--- config.mk ---
export PLATFORM = sky130hd
export DESIGN_NAME = pso_status_out
export DESIGN_NICKNAME = d
export VERILOG_FILES = /design/src/hw/pso_pkg.sv /design/src/hw/pso_discharge_ctl_timer.sv /design/src/hw/pso_status_out.sv
export SDC_FILE = /design/constraint.sdc
export NUM_CORES = 1
export LEC_CHECK = 0
export BUFFER_PORTS_ARGS = -buffer_cell sky130_fd_sc_hd__buf_2
export CAP_MARGIN = 25
export CELL_PAD_IN_SITES_DETAIL_PLACEMENT = 0
export CELL_PAD_IN_SITES_GLOBAL_PLACEMENT = 1
export CORE_MARGIN = 5
export CORE_UTILIZATION = 45
export CTS_BUF_LIST = sky130_fd_sc_hd__clkbuf_16
export CTS_CLUSTER_DIAMETER = 100
export DETAILED_ROUTE_END_ITERATION = 8
export GPL_TIMING_DRIVEN = 0
export PLACE_DENSITY = 0.84
export SYNTH_ARGS = -nofsm -noshare
export SYNTH_HDL_FRONTEND = slang
export SYNTH_SLANG_ARGS = --single-unit
--- constraint.sdc ---
create_clock -name i_clock -period 4.4 [get_ports i_clock]
set_input_delay 0.66 -clock i_clock [delete_from_list [all_inputs] [get_ports i_clock]]
set_output_delay 0.66 -clock i_clock [all_outputs]
set_load 0.1 [all_outputs]
--- src/hw/pso_pkg.sv ---
// Package: shared constants and carrier types for the sink status outputs
package pso_pkg;

  // Contract flag configuration codes
  localparam logic [1:0] PSO_CFG_SINGLE = 2'h0;
  localparam logic [1:0] PSO_CFG_BAD = 2'h1;
  localparam logic [1:0] PSO_CFG_PROFILE = 2'h2;
  localparam logic [1:0] PSO_CFG_CURRENT = 2'h3;
  localparam logic [1:0] PSO_CFG_RESET = PSO_CFG_PROFILE;

  // Advertised Type-C current codes
  localparam logic [1:0] PSO_CUR_NONE = 2'h0;
  localparam logic [1:0] PSO_CUR_DEFAULT = 2'h1;
  localparam logic [1:0] PSO_CUR_1A5 = 2'h2;
  localparam logic [1:0] PSO_CUR_3A0 = 2'h3;

  // Profile numbers for explicit contracts
  localparam logic [1:0] PSO_PROFILE_HI = 2'h2;
  localparam logic [1:0] PSO_PROFILE_LO = 2'h3;

  // Discharge timer width and time base
  localparam int PSO_DISCHARGE_CTL_W = 8;
  localparam int PSO_TICK_NS = 1000;
  localparam int PSO_CLK_NS = 8;
  localparam int PSO_TICK_CYC = PSO_TICK_NS / PSO_CLK_NS;
  localparam int PSO_TICK_W = 7;

  // Attach state from the Type-C state machine
  typedef struct packed {
    logic source;      // source attached
    logic debug;       // debug accessory attached
    logic [1:0] cur;   // advertised current code
  } pso_attach_t;

  // Protocol events, one-cycle pulses
  typedef struct packed {
    logic ps_ready;    // supply-ready received
    logic request;     // request sent for new profile
    logic hard_reset;  // hard reset seen
    logic err_rec;     // entering error recovery
    logic lower_v;     // move to lower voltage
  } pso_event_t;

  // Open-drain status outputs, 1 = pull low
  typedef struct packed {
    logic connection_flag;
    logic sink_path_enable_n;
    logic contract_flag_hi_v;
    logic contract_flag_lo_v;
    logic discharge_ctl;
    logic bus_sense_discharge;
  } pso_pins_t;

endpackage

--- src/hw/pso_discharge_ctl_timer.sv ---
// Discharge timer: runs for a configured number of ticks
`timescale 1ns/1ps
module pso_discharge_ctl_timer
  import pso_pkg::*;
#(
  parameter int TICK_CYC = PSO_TICK_CYC
)
(
  input wire logic i_clock,                      // System clock
  input wire logic i_reset_n,                    // Async reset, active low
  input wire logic i_start,                      // Start or restart pulse
  input wire logic [PSO_DISCHARGE_CTL_W-1:0] i_length,   // Length in ticks
  output logic o_active                          // Discharge running
);
  typedef struct packed {
    logic [PSO_TICK_W-1:0] pre;
    logic [PSO_DISCHARGE_CTL_W-1:0] left;
    logic active;
  } pso_tmr_t;

  pso_tmr_t st_r;
  pso_tmr_t st_nxt;

  // Prescaler gives one tick enable per microsecond
  always_comb
  begin
    st_nxt = st_r;
    if (i_start)
    begin
      st_nxt.pre = '0;
      st_nxt.left = i_length;
      st_nxt.active = (i_length != '0);
    end
    else if (st_r.active)
    begin
      if (st_r.pre == PSO_TICK_W'(TICK_CYC - 1))
      begin
        st_nxt.pre = '0;
        st_nxt.left = st_r.left - PSO_DISCHARGE_CTL_W'(1);
        if (st_r.left == PSO_DISCHARGE_CTL_W'(1))
          st_nxt.active = 1'b0;
      end
      else
        st_nxt.pre = st_r.pre + PSO_TICK_W'(1);
    end
  end

  // State register
  always_ff @(posedge i_clock or negedge i_reset_n)
  begin
    if (!i_reset_n)
      st_r <= '0;
    else
      st_r <= st_nxt;
  end

  assign o_active = st_r.active;
endmodule

--- src/hw/pso_status_out.sv ---
// Sink status outputs: attach flag, power path, contract flags, discharge
//
// Notes on behaviour
// RL1 - During reset both configuration channel pins are left released.
// RL2 - The external discharge output turns on together with the internal one.
// RL3 - Discharge starts on detach, lower voltage, hard reset, error recovery.
// RL4 - Discharge length comes from a non-volatile setting input.
// RL5 - The connection flag pulls low when a source connection is valid.
// RL6 - The connection flag also pulls low for a debug accessory.
// RL7 - A two-bit setting picks the contract flag mode; code 01 is unusable.
// RL8 - In mode 00 the power path follows source attach; flags stay released.
// RL9 - In mode 10 the high flag pulls low only under a second-profile contract.
// RL10 - In mode 10 the low flag pulls low only under a third-profile contract.
// RL11 - In mode 11 the high flag pulls low when the source offers 3.0 A.
// RL12 - In mode 11 the low flag pulls low when the source offers 1.5 A.
// RL13 - In mode 10 a flag sets only after the supply-ready message.
// RL14 - A source-led renegotiation releases the flag when the request is sent.
// RL15 - On detach flags hold while the path releases; new attach clears them.
// RL16 - Every status output is open drain: pulled low or released only.
`timescale 1ns/1ps
module pso_status_out
  import pso_pkg::*;
(
  input wire logic i_clock,                        // 125 MHz clock
  input wire logic i_reset_n,                      // Async reset, active low
  input wire logic i_reset,                        // Reset pin, active high
  input wire pso_pkg::pso_attach_t i_attach,       // Attach state
  input wire pso_pkg::pso_event_t i_event,         // Protocol events
  input wire logic [1:0] i_profile,                // Negotiated profile
  input wire logic [1:0] i_contract_flag_config,   // Flag mode setting
  input wire logic [PSO_DISCHARGE_CTL_W-1:0] i_discharge_ctl_len,  // Discharge ticks
  output logic o_cc1_oe_n,                         // CC1 drive enable
  output logic o_cc2_oe_n,                         // CC2 drive enable
  output pso_pkg::pso_pins_t o_pins_oe_n,          // Status pins, low = pull
  output logic o_cfg_invalid                       // Mode setting unusable
);
  import pso_pkg::*;

  typedef struct packed {
    logic [1:0] rst_s;        // reset pin synchroniser
    pso_attach_t att_s1;      // attach synchroniser, first stage
    pso_attach_t att_s2;      // attach synchroniser, second stage
    logic attached_d;         // attach seen last cycle
    logic [1:0] cfg;          // captured mode setting
    logic cfg_done;           // setting captured
    logic flag_hi;            // contract flag, high profile
    logic flag_lo;            // contract flag, low profile
    logic cc_hold;            // CC pins released
    logic cfg_bad;            // setting is 01
    pso_pins_t pins;          // status outputs, 1 = pull low
  } pso_state_t;

  pso_state_t st_r;
  pso_state_t st_nxt;
  logic discharge_ctl_start;
  logic discharge_ctl_active;
  logic attached;

  // Attach level for detach detection; only the second stage is read
  assign attached = st_r.att_s2.source | st_r.att_s2.debug;

  // Discharge triggers; detach seen on synchronised attach
  assign discharge_ctl_start = (st_r.attached_d & ~attached)            // RL3
                     | i_event.lower_v | i_event.hard_reset
                     | i_event.err_rec;

  // Timer length is taken from the setting, never fixed here
  pso_discharge_ctl_timer #(
    .TICK_CYC(PSO_TICK_CYC)
  ) u_discharge_ctl (
    .i_clock(i_clock),
    .i_reset_n(i_reset_n),
    .i_start(discharge_ctl_start),                                      // RL3
    .i_length(i_discharge_ctl_len),                                     // RL4
    .o_active(discharge_ctl_active)
  );

  // Next state for all outputs
  always_comb
  begin
    st_nxt = st_r;
    // Pins and attach state come from outside, two stages first
    st_nxt.rst_s = {st_r.rst_s[0], i_reset};
    st_nxt.att_s1 = i_attach;
    st_nxt.att_s2 = st_r.att_s1;
    st_nxt.attached_d = attached;
    st_nxt.cc_hold = st_r.rst_s[1];                             // RL1
    // Setting latched once after reset release, as from memory
    if (!st_r.cfg_done)
    begin
      st_nxt.cfg = i_contract_flag_config;
      st_nxt.cfg_done = 1'b1;
    end
    st_nxt.cfg_bad = (st_r.cfg == PSO_CFG_BAD);                 // RL7
    // Profile flags: new attach clears, else request clears, else ready sets
    if (attached & ~st_r.attached_d)
    begin
      st_nxt.flag_hi = 1'b0;                                    // RL15
      st_nxt.flag_lo = 1'b0;
    end
    else if (i_event.request)
    begin
      st_nxt.flag_hi = 1'b0;                                    // RL14
      st_nxt.flag_lo = 1'b0;
    end
    else if (i_event.ps_ready && st_r.att_s2.source)
    begin
      st_nxt.flag_hi = (i_profile == PSO_PROFILE_HI);           // RL13
      st_nxt.flag_lo = (i_profile == PSO_PROFILE_LO);
    end
    if (i_event.hard_reset)
    begin
      st_nxt.flag_hi = 1'b0;
      st_nxt.flag_lo = 1'b0;
    end
    // Connection flag for source or debug accessory
    st_nxt.pins.connection_flag = st_r.att_s2.source            // RL5
                                | st_r.att_s2.debug;            // RL6
    // Power path released on detach in every mode
    st_nxt.pins.sink_path_enable_n = st_r.att_s2.source;        // RL8 RL15
    case (st_r.cfg)                                             // RL7
      PSO_CFG_SINGLE:
      begin
        st_nxt.pins.contract_flag_hi_v = 1'b0;                  // RL8
        st_nxt.pins.contract_flag_lo_v = 1'b0;
      end
      PSO_CFG_PROFILE:
      begin
        st_nxt.pins.contract_flag_hi_v = st_r.flag_hi;          // RL9
        st_nxt.pins.contract_flag_lo_v = st_r.flag_lo;          // RL10
      end
      PSO_CFG_CURRENT:
      begin
        st_nxt.pins.contract_flag_hi_v = st_r.att_s2.source
          & (st_r.att_s2.cur == PSO_CUR_3A0);                   // RL11
        st_nxt.pins.contract_flag_lo_v = st_r.att_s2.source
          & (st_r.att_s2.cur == PSO_CUR_1A5);                   // RL12
      end
      default:
      begin
        // Unusable code: keep flags released
        st_nxt.pins.contract_flag_hi_v = 1'b0;
        st_nxt.pins.contract_flag_lo_v = 1'b0;
      end
    endcase
    // Both discharge outputs from one timer, so they move together
    st_nxt.pins.discharge_ctl = discharge_ctl_active;                   // RL2
    st_nxt.pins.bus_sense_discharge = discharge_ctl_active;             // RL2
    // Reset pin releases everything
    if (st_r.rst_s[1])
    begin
      st_nxt.pins = '0;
      st_nxt.flag_hi = 1'b0;
      st_nxt.flag_lo = 1'b0;
    end
  end

  // State register; CC pins start released
  always_ff @(posedge i_clock or negedge i_reset_n)
  begin
    if (!i_reset_n)
    begin
      st_r <= '0;
      st_r.cfg <= PSO_CFG_RESET;
      st_r.cc_hold <= 1'b1;                                     // RL1
    end
    else
      st_r <= st_nxt;
  end

  // Open drain: enable low pulls the pin low, never driven high
  always_comb
  begin
    o_pins_oe_n = ~st_r.pins;                                   // RL16
    o_cc1_oe_n = 1'b1;
    o_cc2_oe_n = 1'b1;
    o_cfg_invalid = st_r.cfg_bad;
  end
endmodule

==> Word level (Yosys, flattened, before mapping) <==
Cells that the tools add are included.
{ "word_totals": {"elab_cells": 62, "in_bits": 24, "regBits": 39, "out_inout_bits": 9} }
{ "op_classes": {"bitwise": 11, "muxes": 12, "n_addsub": 2, "n_reduce_logical": 6, "eq_ne": 9} }
{ "ops": {"columns": ["op", "count"], "rows": [
  ["2-to-1 mux 16 bit", 2],
  ["== test 2 bit (second input constant)", 6],
  ["2-to-1 mux 2 bit", 5],
  ["2-to-1 mux 9 bit", 1],
  ["== test 8 x 1 -> 1 bit (second input constant)", 1],
  ["nonzero test 8 bit", 1],
  ["subtractor 8 x 1 -> 8 bit (second input constant)", 1],
  ["adder 7 x 1 -> 7 bit (second input constant)", 1],
  ["== test 7 bit (second input constant)", 1],
  ["2-to-1 mux 7 bit", 1],
  ["2-to-1 mux 6 bit", 1],
  ["inverter 6 bit", 1],
  ["nonzero test 5 bit", 1],
  ["bitwise AND 1 bit", 4],
  ["OR 1 bit", 4],
  ["case mux 2 bit (2 select lines)", 1],
  ["nonzero test 2 bit", 2],
  ["== test 2 x 1 -> 1 bit (second input constant)", 1],
  ["inverter 1 bit", 2],
  ["AND reduction 2 bit", 1],
  ["logical AND 1 bit", 1],
  ["2-to-1 mux 1 bit", 1]
]} }

==> Logic depth before layout (Yosys ltp) <==
{ "logic_depth": {"ltp_word": 8, "depth_mapped": 7} }

==> Cells and area by module <==
Synthesis repeated with hierarchy kept, for this count alone.
{ "hier_totals": {"cells_unflattened": 153, "hier_area_um2": 1716.6} }
{ "by_module_without_submodules": {"columns": ["module", "area_each_um2", "n_inst", "seq_area_each_um2", "cells_each"], "rows": [
  ["pso_discharge_ctl_timer", 948.4, 1, 400.4, 99],
  ["pso_status_out", 768.2, 1, 551.8, 54]
]} }

==> Least setup slack after synthesis <==
Ideal clock, no wire load.
{ "synth_path": {"path_kind": "reg2out", "from": "reg, netlist name st_r[0]", "to": "out o_pins_oe_n[1] (netlist bit)", "n_path_buf": 1, "path_slack_ps": 2377, "path_stages_with_launch": 3, "arrival_ps": 1363, "cell_sequence": "dfrtp_1 inv_1 buf_4"} }
{ "synth_rtl": {"columns": ["element", "line_no", "text"], "rows": [
  ["end, declared", "pso_status_out.sv:34", "output pso_pkg::pso_pins_t o_pins_oe_n,"]
]} }

==> metrics list <==
* Buffer levels on the longest clock path: 2
* Standard-cell rows: 22
- After global routing the overflow that remains totals 0.
* Register clock-pin slew on the reported worst setup and hold paths: 60 ps
- Counting flops and latches in the post-synthesis netlist gives 38.
- Maximum clock rate: 0.530 GHz
- Power Dens Cells: 406 nW/um^2
* Die area: 5250 um^2
- Clock latency reported for the late side of the worst-skew pair: 280 ps
* Number of endpoints failing setup at the final stage: 0
- Req. time, crit path: 4540 ps
* Average via count per standard cell: 5.13
* Critical path capture point type: flip-flop
- Multi-input gate area: 722 um^2
* Pin count of the biggest net entering global routing: 39
* Net count reported at finish: 229
- Cells fill 57.7% of the core in the end.
- Count of unresolved DRC violations after routing: 0
- The worst setup path is launched from a flip-flop.
- Antenna violations before repair: 0
- Setup repair after global routing left no endpoint under its margin.
* Fraction of synthesized cell area taken by the top area cell type: 52.7%
- TritonCTS built the clock tree.
* RD Place Congestion: 0.806
- Proportion of layout cells with a drive suffix above 1: 29.2%
* Leading cell types in the layout, fill and taps excluded: sky130_fd_sc_hd__dfrtp_1, sky130_fd_sc_hd__buf_2, sky130_fd_sc_hd__inv_1, sky130_fd_sc_hd__nand2_1, sky130_fd_sc_hd__nor2_1
- In this run the cell area of the synthesized design comes to 1760 um^2.
- For the pin with the worst max-slew slack, the measured transition is 800 ps.
* Fraction of the yosys area taken by sequential cells: 54.2%
* All-layer global routing usage: 14.3%
* Count of unique library cells instantiated by Yosys: 40
- In this run, post-CTS repair resized a total of 0 instances.
* Die boundary width: 72.5 um
- The design draws 871 uW.
- Worst-path maximum fanout: 8
- Maxcap violations: 0
- The library cell used most frequently in the layout, excluding fill and tap cells, is sky130_fd_sc_hd__dfrtp_1.
- Buffers inserted during clock tree synthesis total 5.
- Clock tree root driver cell: sky130_fd_sc_hd__clkbuf_16
- Setup Skew: 4.29 ps
* Count of boundary I/O pins: 33
- Area growth syn-to-layout: 22.1%
- After synthesis, the cell types taking the most area are sky130_fd_sc_hd__dfrtp_1, sky130_fd_sc_hd__xnor2_1, sky130_fd_sc_hd__ha_1.
- Average wire per cell in the routed design: 13.0 um
- In this run the tightest slew margin relative to its limit is 46.7%.
* Place WS: 2430 ps
- The clock tree synthesis step divided the H-tree into 2 levels.
* Setup bufs post-CTS: 0
* Routed vias: 1282
- Period Utilization, post-route: 42.9%
- Subtracting the final worst setup slack from the clock period gives 1890 ps.
- Half-perimeter wire length after detailed placement: 2.45 mm
- Number of filler instances in the final layout: 327
- For this run, the detailed router's first-pass iteration total came to 4.
- Number of hold violations in the final report: 0
- Once detail routing completed, the nets flagged for antenna violations numbered 0.
* Vias in the first global route: 1275
- Number of input and output port buffers inserted: 30
* Core area: 3720 um^2
- Global-route wire length before repair: 5.82 mm
- Hold repair after CTS inserted 0 buffers.
* Average size of a mapped cell: 10.8 um^2
* Final routed wirelength across all metal layers: 3.25 mm
- The critical path is of the reg -> reg type.
* Total of warnings raised by yosys: 0
* Area leader, netlist: sky130_fd_sc_hd__dfrtp_1
- The number of pins exceeding their max-slew limit in the final report is 0.
* Least setup slack across all paths after layout: 2510 ps
* Setup TNS: 0 ps
- Synthesis produced 162 cells.
* Outcome: complete, no violations
* Worst min-delay path class: reg -> reg
- Data arrives at the worst endpoint at 2030 ps.
* Sequential Area: 952 um^2
- TritonCTS sink count: 38
* Initial Util: 47.3%
- Inserted Diodes: 0
* Die extent in y: 72.5 um
* Max VDD drop: 355 uV
- Summed over all cells, the static leakage comes to 0.939 nW.
* Initial DRC Count: 78
[logic make-up (layout without fill, tap and decap cells)]
kind of cell | count (synthesis) | count (layout) | share of synthesized area [%]
flip-flops | 38 | 38 | 54.2
adder cells (fa/ha/maj) | 4 | 4 | 2.85
multiplexers | 6 | 6 | 3.63
XOR/XNOR | 8 | 8 | 3.99
other | 1 | 3 | 0.213
buffers and inverters | 19 | 57 | 5.13
AO/OA/AOI/OAI | 23 | 23 | 7.69
AND/OR/NAND/NOR | 63 | 63 | 22.3
[state kept, by name (all words and copies together), names as in the netlist]
name / cells
st_r: 15
u_discharge_ctl.st_r: 15
st_nxt: 6
o_cfg_invalid: 1
u_discharge_ctl.o_active: 1
[metal layers]
| layer | routed length (um) | GRT usage [%] | vias to the layer above |
|---|---|---|---|
| li1 | - | - | 635 |
| met5 | 0 | 0 | - |
| met3 | 182 | 4.16 | 7 |
| met1 | 1450 | 18.3 | 604 |
| met2 | 1540 | 22.6 | 36 |
| met4 | 74 | 5.94 | 0 |
[final cells by class]
cell class	count	share of cell area (%)
Clock buffer	5	5.83
Clock inverter	3	2.10
Sequential cell	38	44.4
Inverter	12	2.10
Tap cell	48	2.80
Multi-Input combinational cell	107	33.7
Timing Repair Buffer	30	7.00
Buffer	7	2.10
[report_power, final]
group          switching, mW  total (mW)  internal, mW  leakage, nW
sequential            0.0118       0.379         0.367        0.466
combinational         0.0616      0.0904        0.0288        0.397
clock                  0.136       0.402         0.267       0.0760
total                  0.209       0.871         0.662        0.939
[cells in the mapped netlist, drive strengths merged]
cell    count
a21oi       5
a22oi       2
a31oi       6
and3        4
and4        1
buf         7
conb        1
dfrtp      37
dfstp       1
ha          4
inv        12
mux2        3
mux2i       3
nand2      12
nand2b      2
nand3       7
nand3b      1
nand4       4
nor2       10
nor2b       4
nor3        3
nor3b       2
nor4        7
o21ai       8
o22ai       1
o31ai       1
or2         2
or4         3
or4b        1
xnor2       8
[worst max-delay path, stage by stage, from the launching register on]
cell and delay [ps]:
sky130_fd_sc_hd__dfrtp_1 400, sky130_fd_sc_hd__inv_1 100, sky130_fd_sc_hd__ha_1 190, sky130_fd_sc_hd__nand4_2 190, sky130_fd_sc_hd__or2_1 250, sky130_fd_sc_hd__buf_2 170
sky130_fd_sc_hd__o31ai_1 340, sky130_fd_sc_hd__a21oi_1 110
[final timing paths]
check	from	to	slack, ps	depth (start not counted)
max in group asynchronous	i_reset_n	st_r[14]	3420	1
worst min-delay path	st_nxt[14]	st_r[14]	350	0
worst max-delay path	u_discharge_ctl.st_r[9]	u_discharge_ctl.o_active	2510	7
min in group asynchronous	i_reset_n	st_r[3]	470	1
worst min register to register	st_nxt[14]	st_r[14]	350	0
worst max register to register	u_discharge_ctl.st_r[9]	u_discharge_ctl.o_active	2510	7
[metrics by stage]
step	hold WS, ps	area, um^2	std cells
2_1_floorplan	331	1760	164
3_3_place_gp	331	1970	242
3_5_place_dp	337	1970	242
4_1_cts	349	2140	250
5_1_grt	350	2140	250
6_report	347	2140	250
(Power assumes the default switching activity.)
